[src/inc/fsps_consts.vh]
// Constants for the flash self-program sequencer.
// Assumes inclusion by bare name from the design files.
`ifndef FSPS_CONSTS_VH
`define FSPS_CONSTS_VH

// Register offsets on the plain register port
`define FSPS_OFS_ADDR_LO   3'h0
`define FSPS_OFS_ADDR_HI   3'h1
`define FSPS_OFS_DATA_LO   3'h2
`define FSPS_OFS_DATA_HI   3'h3
`define FSPS_OFS_CTRL      3'h4
`define FSPS_OFS_UNLOCK    3'h5

// Control register bit positions
`define FSPS_B_READ_START  0
`define FSPS_B_PROG_START  1
`define FSPS_B_ALLOW       2
`define FSPS_B_ABORTED     3
`define FSPS_B_ROW_ERASE   4
`define FSPS_B_LATCH_ONLY  5
`define FSPS_B_CFG_SEL     6
`define FSPS_B_PROG_SEL    7

// Unlock keys
`define FSPS_KEY_FIRST     8'h55
`define FSPS_KEY_SECOND    8'hAA

// Geometry and reset values
`define FSPS_WORD_W        14
`define FSPS_ADDR_W        15
`define FSPS_ROW_WORDS     32
`define FSPS_ERASED_WORD   14'h3FFF

// Protect segment limits: words below the limit are locked
`define FSPS_SEG_ALL       2'h0
`define FSPS_SEG_HALF      2'h1
`define FSPS_SEG_LOW       2'h2
`define FSPS_SEG_NONE      2'h3
`define FSPS_LIMIT_HALF    15'h4000
`define FSPS_LIMIT_LOW     15'h0200

// Timing: clock period and the typical erase/program time
`define FSPS_CLK_NS        100
`define FSPS_ERASE_US      2000
`define FSPS_PROG_US       2000
`define FSPS_ERASE_CYC     ((`FSPS_ERASE_US * 1000) / `FSPS_CLK_NS)
`define FSPS_PROG_CYC      ((`FSPS_PROG_US * 1000) / `FSPS_CLK_NS)

`endif

[src/rtl/fsps_seq.v]
// Flash self-program sequencer: read, row erase, latch load, block program.
// Assumes a synchronous-read flash macro and a core that obeys stall and squash.
// Functional notes
// - Flash rows are 32 words of 14 bits; erase clears a whole row.
// - Erase or program into a protected segment is refused; reads still work.
// - Program data goes into hidden 14-bit latches loaded from the data pair.
// - Latch block is 32 aligned words; programming never crosses the block.
// - Flash access uses the second following cycle; that instruction is ignored.
// - Data pair keeps the read word until next read or software write.
// - Self reads ignore the code guard bit.
// - Row-erase select clears itself when the erase completes.
// - Two setup cycles after start, then stall about 2ms for erase.
// - During a stall clocks and peripherals keep running; no sleep.
// - Programming never erases; erase exists only per whole row.
// - With latch-only set, unlock and start only load one latch.
// - With latch-only clear, load the latch then program the whole block.
// - Programming writes every latch, loaded or not.
// - After programming every latch returns to 3FFF.
// - Stall on erase and on the programming pass, never on latch-only loads.
// - Start bits are set-only for software; hardware clears them at completion.
// - Program start cannot be set unless program allow is already set.
// - Write or erase needs 55h then AAh just before program start.
// - Reset during a write sets the aborted-write flag.
//
// Local design decisions: strobed register access and the register offsets.
`include "fsps_consts.vh"

module fsps_seq #(
  parameter ERASE_CYCLES = `FSPS_ERASE_CYC,
  parameter PROG_CYCLES  = `FSPS_PROG_CYC
) (
  // Clock and reset
  input  wire        core_clk,
  input  wire        reset,
  // Register port
  input  wire [2:0]  reg_addr,
  input  wire [7:0]  reg_wdata,
  input  wire        reg_wr,
  input  wire        reg_rd,
  output reg  [7:0]  reg_rdata_r,
  // Configuration
  input  wire [1:0]  protect_segment_field,
  input  wire        code_guard_bit,
  // Processor core
  output reg         cpu_stall_r,
  output reg         cpu_squash_r,
  // Flash macro
  output reg  [14:0] fl_addr_r,
  output reg  [13:0] fl_wdata_r,
  output reg         fl_rd_en_r,
  output reg         fl_wr_en_r,
  output reg         fl_erase_r,
  input  wire [13:0] fl_rdata
);

  localparam [8:0] S_IDLE  = 9'h001;
  localparam [8:0] S_RD1   = 9'h002;
  localparam [8:0] S_RD2   = 9'h004;
  localparam [8:0] S_RD3   = 9'h008;
  localparam [8:0] S_SU1   = 9'h010;
  localparam [8:0] S_SU2   = 9'h020;
  localparam [8:0] S_ERASE = 9'h040;
  localparam [8:0] S_PROG  = 9'h080;
  localparam [8:0] S_WAIT  = 9'h100;

  localparam [1:0] UNL_IDLE = 2'h0;
  localparam [1:0] UNL_KEY1 = 2'h1;
  localparam [1:0] UNL_ARM  = 2'h2;

  localparam [19:0] ERASE_WAIT = ERASE_CYCLES[19:0];
  localparam [19:0] PROG_WAIT  = PROG_CYCLES[19:0];

  // Registers
  reg [8:0]  state_r;
  reg [7:0]  addr_lo_r;
  reg [6:0]  addr_hi_r;
  reg [7:0]  data_lo_r;
  reg [5:0]  data_hi_r;
  reg        read_start_r;
  reg        prog_start_r;
  reg        allow_r;
  reg        aborted_r;
  reg        row_erase_r;
  reg        latch_only_r;
  reg        cfg_sel_r;
  reg        prog_sel_r;
  reg [1:0]  unlock_r;
  reg        busy_r;
  reg        is_erase_r;
  reg [4:0]  idx_r;
  reg [19:0] wait_r;

  // Latch bank hookup
  reg        lat_load;
  reg        lat_wipe;
  wire [13:0] lat_q;

  wire [14:0] word_addr = {addr_hi_r, addr_lo_r};
  wire        wr_ctrl   = reg_wr && (reg_addr == `FSPS_OFS_CTRL);
  wire        wr_unlock = reg_wr && (reg_addr == `FSPS_OFS_UNLOCK);
  wire        idle      = (state_r == S_IDLE);

  // Word address inside the aligned 32-word block
  function [14:0] fsps_blk_addr;
    input [14:0] a;
    input [4:0]  i;
    begin
      fsps_blk_addr = {a[14:5], i};
    end
  endfunction

  // Locked when below the segment limit; reads never ask this
  function fsps_locked;
    input [1:0]  seg;
    input [14:0] a;
    begin
      if (seg == `FSPS_SEG_NONE) begin
        fsps_locked = 1'b0;
      end else if (seg == `FSPS_SEG_LOW) begin
        fsps_locked = (a < `FSPS_LIMIT_LOW);
      end else if (seg == `FSPS_SEG_HALF) begin
        fsps_locked = (a < `FSPS_LIMIT_HALF);
      end else begin
        fsps_locked = 1'b1;
      end
    end
  endfunction

  fsps_latch_bank #(
    .WORD_W (`FSPS_WORD_W),
    .DEPTH  (`FSPS_ROW_WORDS),
    .IDX_W  (5)
  ) u_latch (
    .core_clk  (core_clk),
    .reset     (reset),
    .load      (lat_load),
    .load_idx  (addr_lo_r[4:0]),
    .load_data ({data_hi_r, data_lo_r}),
    .wipe      (lat_wipe),
    .rd_idx    (idx_r),
    .rd_data   (lat_q)
  );

  // Latch load and wipe strobes
  always @* begin
    lat_load = 1'b0;
    lat_wipe = 1'b0;
    if (state_r == S_SU2 && prog_sel_r && !cfg_sel_r && !row_erase_r &&
        !fsps_locked(protect_segment_field, word_addr)) begin
      lat_load = 1'b1;
    end
    if (state_r == S_WAIT && wait_r == 20'h00000 && !is_erase_r) begin
      lat_wipe = 1'b1;
    end
  end

  // Aborted-write flag survives reset; set wins over a software clear
  always @(posedge core_clk) begin
    if (reset) begin
      aborted_r <= aborted_r | busy_r;
    end else if (wr_ctrl && !reg_wdata[`FSPS_B_ABORTED]) begin
      aborted_r <= 1'b0;
    end
  end

  // Unlock detector
  always @(posedge core_clk) begin
    if (reset) begin
      unlock_r <= UNL_IDLE;
    end else if (wr_unlock) begin
      if (reg_wdata == `FSPS_KEY_FIRST) begin
        unlock_r <= UNL_KEY1;
      end else if (reg_wdata == `FSPS_KEY_SECOND && unlock_r == UNL_KEY1) begin
        unlock_r <= UNL_ARM;
      end else begin
        unlock_r <= UNL_IDLE;
      end
    end else if (reg_wr) begin
      unlock_r <= UNL_IDLE;
    end
  end

  // Register read port, data one cycle after the strobe
  always @(posedge core_clk) begin
    if (reset) begin
      reg_rdata_r <= 8'h00;
    end else if (reg_rd) begin
      if (reg_addr == `FSPS_OFS_ADDR_LO) begin
        reg_rdata_r <= addr_lo_r;
      end else if (reg_addr == `FSPS_OFS_ADDR_HI) begin
        reg_rdata_r <= {1'b0, addr_hi_r};
      end else if (reg_addr == `FSPS_OFS_DATA_LO) begin
        reg_rdata_r <= data_lo_r;
      end else if (reg_addr == `FSPS_OFS_DATA_HI) begin
        reg_rdata_r <= {2'b00, data_hi_r};
      end else if (reg_addr == `FSPS_OFS_CTRL) begin
        reg_rdata_r <= {prog_sel_r, cfg_sel_r, latch_only_r, row_erase_r,
                        aborted_r, allow_r, prog_start_r, read_start_r};
      end else begin
        reg_rdata_r <= 8'h00;
      end
    end else begin
      reg_rdata_r <= 8'h00;
    end
  end

  // Main sequencer
  always @(posedge core_clk) begin
    if (reset) begin
      state_r      <= S_IDLE;
      addr_lo_r    <= 8'h00;
      addr_hi_r    <= 7'h00;
      data_lo_r    <= 8'h00;
      data_hi_r    <= 6'h00;
      read_start_r <= 1'b0;
      prog_start_r <= 1'b0;
      allow_r      <= 1'b0;
      row_erase_r  <= 1'b0;
      latch_only_r <= 1'b0;
      cfg_sel_r    <= 1'b0;
      prog_sel_r   <= 1'b0;
      busy_r       <= 1'b0;
      is_erase_r   <= 1'b0;
      idx_r        <= 5'h00;
      wait_r       <= 20'h00000;
      cpu_stall_r  <= 1'b0;
      cpu_squash_r <= 1'b0;
      fl_addr_r    <= 15'h0000;
      fl_wdata_r   <= 14'h0000;
      fl_rd_en_r   <= 1'b0;
      fl_wr_en_r   <= 1'b0;
      fl_erase_r   <= 1'b0;
    end else begin
      fl_rd_en_r   <= 1'b0;
      fl_wr_en_r   <= 1'b0;
      fl_erase_r   <= 1'b0;
      cpu_squash_r <= 1'b0;
      // Software writes; address and data frozen while busy
      if (reg_wr && idle) begin
        if (reg_addr == `FSPS_OFS_ADDR_LO) begin
          addr_lo_r <= reg_wdata;
        end else if (reg_addr == `FSPS_OFS_ADDR_HI) begin
          addr_hi_r <= reg_wdata[6:0];
        end else if (reg_addr == `FSPS_OFS_DATA_LO) begin
          data_lo_r <= reg_wdata;
        end else if (reg_addr == `FSPS_OFS_DATA_HI) begin
          data_hi_r <= reg_wdata[5:0];
        end
      end
      if (wr_ctrl) begin
        allow_r <= reg_wdata[`FSPS_B_ALLOW];
        if (idle) begin
          row_erase_r  <= reg_wdata[`FSPS_B_ROW_ERASE];
          latch_only_r <= reg_wdata[`FSPS_B_LATCH_ONLY];
          cfg_sel_r    <= reg_wdata[`FSPS_B_CFG_SEL];
          prog_sel_r   <= reg_wdata[`FSPS_B_PROG_SEL];
        end
      end
      case (state_r)
        S_IDLE: begin
          // Writing 0 to a start bit has no effect
          if (wr_ctrl && reg_wdata[`FSPS_B_PROG_START] && allow_r &&
              unlock_r == UNL_ARM) begin
            prog_start_r <= 1'b1;
            is_erase_r   <= reg_wdata[`FSPS_B_ROW_ERASE];
            state_r      <= S_SU1;
          end else if (wr_ctrl && reg_wdata[`FSPS_B_READ_START]) begin
            read_start_r <= 1'b1;
            state_r      <= S_RD1;
          end
        end
        S_RD1: begin
          // First following instruction runs normally
          fl_addr_r    <= word_addr;
          fl_rd_en_r   <= prog_sel_r && !cfg_sel_r;
          cpu_squash_r <= 1'b1;
          state_r      <= S_RD2;
        end
        S_RD2: begin
          state_r <= S_RD3;
        end
        S_RD3: begin
          if (prog_sel_r && !cfg_sel_r) begin
            {data_hi_r, data_lo_r} <= fl_rdata;
          end
          read_start_r <= 1'b0;
          state_r      <= S_IDLE;
        end
        S_SU1: begin
          state_r <= S_SU2;
        end
        S_SU2: begin
          if (!prog_sel_r || cfg_sel_r ||
              fsps_locked(protect_segment_field, word_addr)) begin
            prog_start_r <= 1'b0;
            state_r      <= S_IDLE;
          end else if (is_erase_r) begin
            busy_r      <= 1'b1;
            cpu_stall_r <= 1'b1;
            state_r     <= S_ERASE;
          end else if (latch_only_r) begin
            prog_start_r <= 1'b0;
            state_r      <= S_IDLE;
          end else begin
            busy_r      <= 1'b1;
            cpu_stall_r <= 1'b1;
            idx_r       <= 5'h00;
            state_r     <= S_PROG;
          end
        end
        S_ERASE: begin
          fl_addr_r  <= fsps_blk_addr(word_addr, 5'h00);
          fl_erase_r <= 1'b1;
          wait_r     <= ERASE_WAIT - 20'h00001;
          state_r    <= S_WAIT;
        end
        S_PROG: begin
          // Every latch is written, loaded or not; no erase here
          fl_addr_r  <= fsps_blk_addr(word_addr, idx_r);
          fl_wdata_r <= lat_q;
          fl_wr_en_r <= 1'b1;
          idx_r      <= idx_r + 5'h01;
          if (idx_r == 5'h1F) begin
            wait_r  <= PROG_WAIT - 20'h00001;
            state_r <= S_WAIT;
          end
        end
        S_WAIT: begin
          if (wait_r == 20'h00000) begin
            prog_start_r <= 1'b0;
            if (is_erase_r) begin
              row_erase_r <= 1'b0;
            end
            busy_r      <= 1'b0;
            cpu_stall_r <= 1'b0;
            state_r     <= S_IDLE;
          end else begin
            wait_r <= wait_r - 20'h00001;
          end
        end
        default: begin
          state_r <= S_IDLE;
        end
      endcase
    end
  end

endmodule // fsps_seq

[src/rtl/fsps_latch_bank.v]
// Write-latch block: one word per latch, loaded one at a time.
// Assumes the sequencer gives it the index; same clock as the sequencer.
`include "fsps_consts.vh"

module fsps_latch_bank #(
  parameter WORD_W = `FSPS_WORD_W,
  parameter DEPTH  = `FSPS_ROW_WORDS,
  parameter IDX_W  = 5
) (
  // Clock and reset
  input  wire              core_clk,
  input  wire              reset,
  // Load side
  input  wire              load,
  input  wire [IDX_W-1:0]  load_idx,
  input  wire [WORD_W-1:0] load_data,
  input  wire              wipe,
  // Read side
  input  wire [IDX_W-1:0]  rd_idx,
  output wire [WORD_W-1:0] rd_data
);

  reg [WORD_W-1:0] latch_r [0:DEPTH-1];
  integer i;

  // Not reachable by software except through the sequencer
  always @(posedge core_clk) begin
    for (i = 0; i < DEPTH; i = i + 1) begin
      if (reset || wipe) begin
        latch_r[i] <= `FSPS_ERASED_WORD;
      end else if (load && (load_idx == i[IDX_W-1:0])) begin
        latch_r[i] <= load_data;
      end
    end
  end

  assign rd_data = latch_r[rd_idx];

endmodule // fsps_latch_bank

[config.mk]
export PLATFORM = sky130hd
export DESIGN_NAME = fsps_seq
export DESIGN_NICKNAME = d
export VERILOG_FILES = /design/src/rtl/fsps_seq.v /design/src/rtl/fsps_latch_bank.v
export VERILOG_INCLUDE_DIRS = /design/src /design/src/inc
export SDC_FILE = /design/constraint.sdc
export NUM_CORES = 1
export LEC_CHECK = 0
export CORE_ASPECT_RATIO = 2
export CORE_MARGIN = 4
export CORE_UTILIZATION = 40
export CTS_CLUSTER_SIZE = 28
export DETAILED_ROUTE_END_ITERATION = 10
export DONT_BUFFER_PORTS = 1
export GPL_TIMING_DRIVEN = 0
export HOLD_SLACK_MARGIN = 0.12
export PLACE_DENSITY = 0.57
export SYNTH_ARGS = -nofsm -noshare
export SYNTH_HDL_FRONTEND = slang
export SYNTH_SLANG_ARGS = --single-unit
[constraint.sdc]
create_clock -name core_clk -period 4.8 [get_ports core_clk]
set_clock_uncertainty 0.2 [all_clocks]
set_input_delay 0.24 -clock core_clk [delete_from_list [all_inputs] [get_ports core_clk]]
set_output_delay 0.24 -clock core_clk [all_outputs]
set_load 0.02 [all_outputs]
==> metrics.md <==
| Metric | Value |
|---|---|
| Status | `finished clean` |
| Max Cap Viol | `0` |
| Largest cells by area after synthesis | `edfxtp_1, dfxtp_1, mux4_2` |
| Yosys warning count | `0` |
| Initial Util | `40.6%` |
| Cell Pwr Density | `355 nW/um2` |
| Die Span Y | `360 um` |
| Worst path slowest cell | `nor2_1` |
| Crit-path max FO | `10` |
| Worst Tran Pin Value | `1.30 ns` |
| Total Routing Usage GR | `24.9%` |
| FF+latch count, synth | `564` |
| Worst path bufs/invs | `3` |
| Final Core Density | `46.2%` |
| Worst Setup Path Type | `reg -> reg` |
| Max incr delay on CP | `1.03 ns` |
| Post-synthesis mux area share | `13.1%` |
| Setup Buffers After CTS | `0` |
| Die X | `184 um` |
| Main combinational cell family by area after synthesis | `simple AND/OR/NAND/NOR gates` |
| Global-route wire length before repair | `121 mm` |
| Overall power | `10.0 mW` |
| Tmin final | `4.68 ns` |
| Fmax | `214 MHz` |
| CP Capture Type | `flop` |
| Synth cell types | `64` |
| First-pass detailed-route iteration total | `6` |
| Min-Delay Path Depth | `5` |
| Synthesized net count | `2021` |
| Finish-stage setup viols | `0` |
| Largest net degree at the start of global routing | `17` |
| Post-Synth Adder-Cell Area | `0.202%` |
| Synth Area in XOR/XNOR | `0.106%` |
| Element type at the critical path start | `flop` |
| CTS tree | `yes` |
| Crit-path cells | `a21oi_1 -> dlygate4sd3_1 -> a211oi_1 -> nand3_1 -> clkbuf_1 -> nor2_1 -> clkbuf_1 -> nand2_1` |
| Die area | `66300 um2` |
| Largest area contributor in the netlist | `edfxtp_1` |
| Hold crit path type | `in -> reg` |
| Yosys top cell area share | `54.3%` |
| DR vias/cell | `5.91` |
| Root Buffer | `clkbuf_16` |
| Mean Syn Cell Area | `12.5 um2` |
| Final worst setup slack | `0.124 ns` |
| Ys async rst share | `0%` |
| Synthesized area | `24800 um2` |
| Final ANT Viol Nets | `0` |
| Via count | `17213` |
| Post-placement cell count | `2789` |
| Post-synthesis compound-gate area fraction | `6.25%` |
| Wire length per cell | `28.6 um` |
| Most used cell, CP | `clkbuf_1` |
| Post-route cell area | `28200 um2` |
| Instance count on the critical path | `8` |
| Path depth of the worst reg2reg path | `8` |
| # H-tree levels | `2` |
| Main synth FF type | `edfxtp_1` |
| Skew-Pair Late Insertion Delay | `0.60 ns` |
| Required @ worst endpoint | `4.91 ns` |
| Setup TNS | `0 ns` |
| Maximum vdd drop | `0.257 mV` |
| Num rows | `128` |
| 1st-iter DRT viols | `1541` |
| Slew Viols, Final | `0` |
| Layout cell share with drive strength beyond 1 | `13.6%` |
| Final std cells w/o fill | `2911` |
| Worst slack after detailed placement | `0.301 ns` |
| Syn Inst Count | `1985` |
| RSZ-0062 raised after global routing | `false` |
| Max-Slew Margin vs Limit | `13.1%` |
| DRC errors left | `0` |
| Seq/Total Area, Yosys | `63.6%` |
| CTS max path bufs | `3` |
| CP delay by family, top | `buffers and inverters` |
| Overflow after GRT | `0` |
| Fillers | `5568` |
| Commonest cells after routing, fill and taps aside | `nand2_1, edfxtp_1, clkbuf_1, nor2_1, dfxtp_1` |
| Total detailed-routing wirelength | `83.2 mm` |
| Clk sink count | `564` |
| Period utilization | `97.4%` |
| Reg clk slew, reported paths | `0.07 ns` |
| Commonest non-fill, non-tap cell in the layout | `nand2_1` |
| I/O Buffers | `0` |
| Diodes inserted | `0` |
| Gp weighted congestion | `0.946` |
| Hpwl dp | `61.6 mm` |
| Initial antenna violation count | `1` |
| Final hold vios | `0` |
| Vias in the first global route | `17732` |
| Syn-to-layout area delta | `13.8%` |
| Fin Hold WS | `0.195 ns` |
| Simple-Gate Fraction of Synth Area | `14.1%` |
| Top Ports | `74` |
| Core Area | `61200 um2` |
| CTS Buf Count | `48` |
| Leakage power | `7.89 nW` |
| NumNets Final | `2127` |
| Post-synth EDFFs | `449` |
| Arr. time, crit path | `4.78 ns` |
| Placed cell area | `26300 um2` |
-- layer usage --
| metal | vias up | share of wire, % | track usage, % |
|---|---|---|---|
| li1 | 7522 | - | - |
| met1 | 8660 | 33 | 27.1 |
| met2 | 782 | 52 | 43.8 |
| met3 | 247 | 6.6 | 3.51 |
| met4 | 2 | 8.7 | 17.7 |
| met5 | - | 0.020 | 0 |
-- power breakdown --
group	total [mW]	internal (mW)	switching (mW)	leakage, nW
Combinational	0.493	0.151	0.342	2.39
Clock	4.12	2.30	1.82	0.809
Sequential	5.42	5.36	0.0553	4.69
Total	10.0	7.81	2.22	7.89
-- cell families after synthesis --
group | Yosys count
XOR/XNOR | 3
multiplexers | 206
buffers and inverters | 169
AND/OR/NAND/NOR | 805
adder cells (fa/ha/maj) | 4
AO/OA/AOI/OAI | 234
flip-flops | 564
-- cell type report --
class | count | area [um2] | share of cell area [%]
Buffer | 159 | 621 | 2.20
Clock buffer | 62 | 1340 | 4.73
Clock inverter | 28 | 303 | 1.07
Inverter | 10 | 37.5 | 0.133
Multi-Input combinational cell | 1252 | 8510 | 30.1
Sequential cell | 564 | 15800 | 55.9
Tap cell | 780 | 976 | 3.45
Timing Repair Buffer | 56 | 677 | 2.40
-- Yosys cell counts (all sizes together), types with 22 or more instances --
| cell | count |
|---|---|
| mux4 | 93 |
| buf | 29 |
| a211oi | 39 |
| a22oi | 23 |
| o22ai | 25 |
| mux2i | 83 |
| edfxtp | 449 |
| clkbuf | 130 |
| nand2 | 495 |
| nand3 | 30 |
| nor3 | 23 |
| o21ai | 54 |
| a21oi | 27 |
| or3 | 22 |
| nor2 | 137 |
| mux2 | 30 |
| dfxtp | 115 |
-- final timing paths --
path / start / slack (ns) / to
worst min-delay path: reg_wr / 0.20 / addr_hi_r[2]$_SDFFE_PP0P_
worst min register to register: wait_r[17]$_SDFFE_PP0P_ / 0.28 / wait_r[17]$_SDFFE_PP0P_
worst max-delay path: addr_hi_r[6]$_SDFFE_PP0P_ / 0.12 / u_latch.latch_r[24][12]$_SDFFCE_PN1P_
worst max register to register: addr_hi_r[6]$_SDFFE_PP0P_ / 0.12 / u_latch.latch_r[24][12]$_SDFFCE_PN1P_
-- tightest hold or removal path, cell delays in order --
cell and delay [ns]:
nand2b_1 0.07, nor4b_1 0.05, clkbuf_1 0.31, mux2i_1 0.20
nor2_1 0.07
-- flip-flops by register name (all words and copies together) (netlist names), 2 cells and up --
name             cells
addr_hi_r            7
addr_lo_r            8
data_hi_r            6
data_lo_r            8
fl_addr_r           15
fl_wdata_r          14
idx_r                5
reg_rdata_r          8
state_r              9
u_latch.latch_r    448
unlock_r             2
wait_r              20
-- repair_timing --
item,4_1_cts,5_1_grt
hold endpoints to repair,57,0
hold buffers,32,0
setup endpoints to repair,0,28
gates resized for setup,0,4
(Power assumes the default switching activity.)
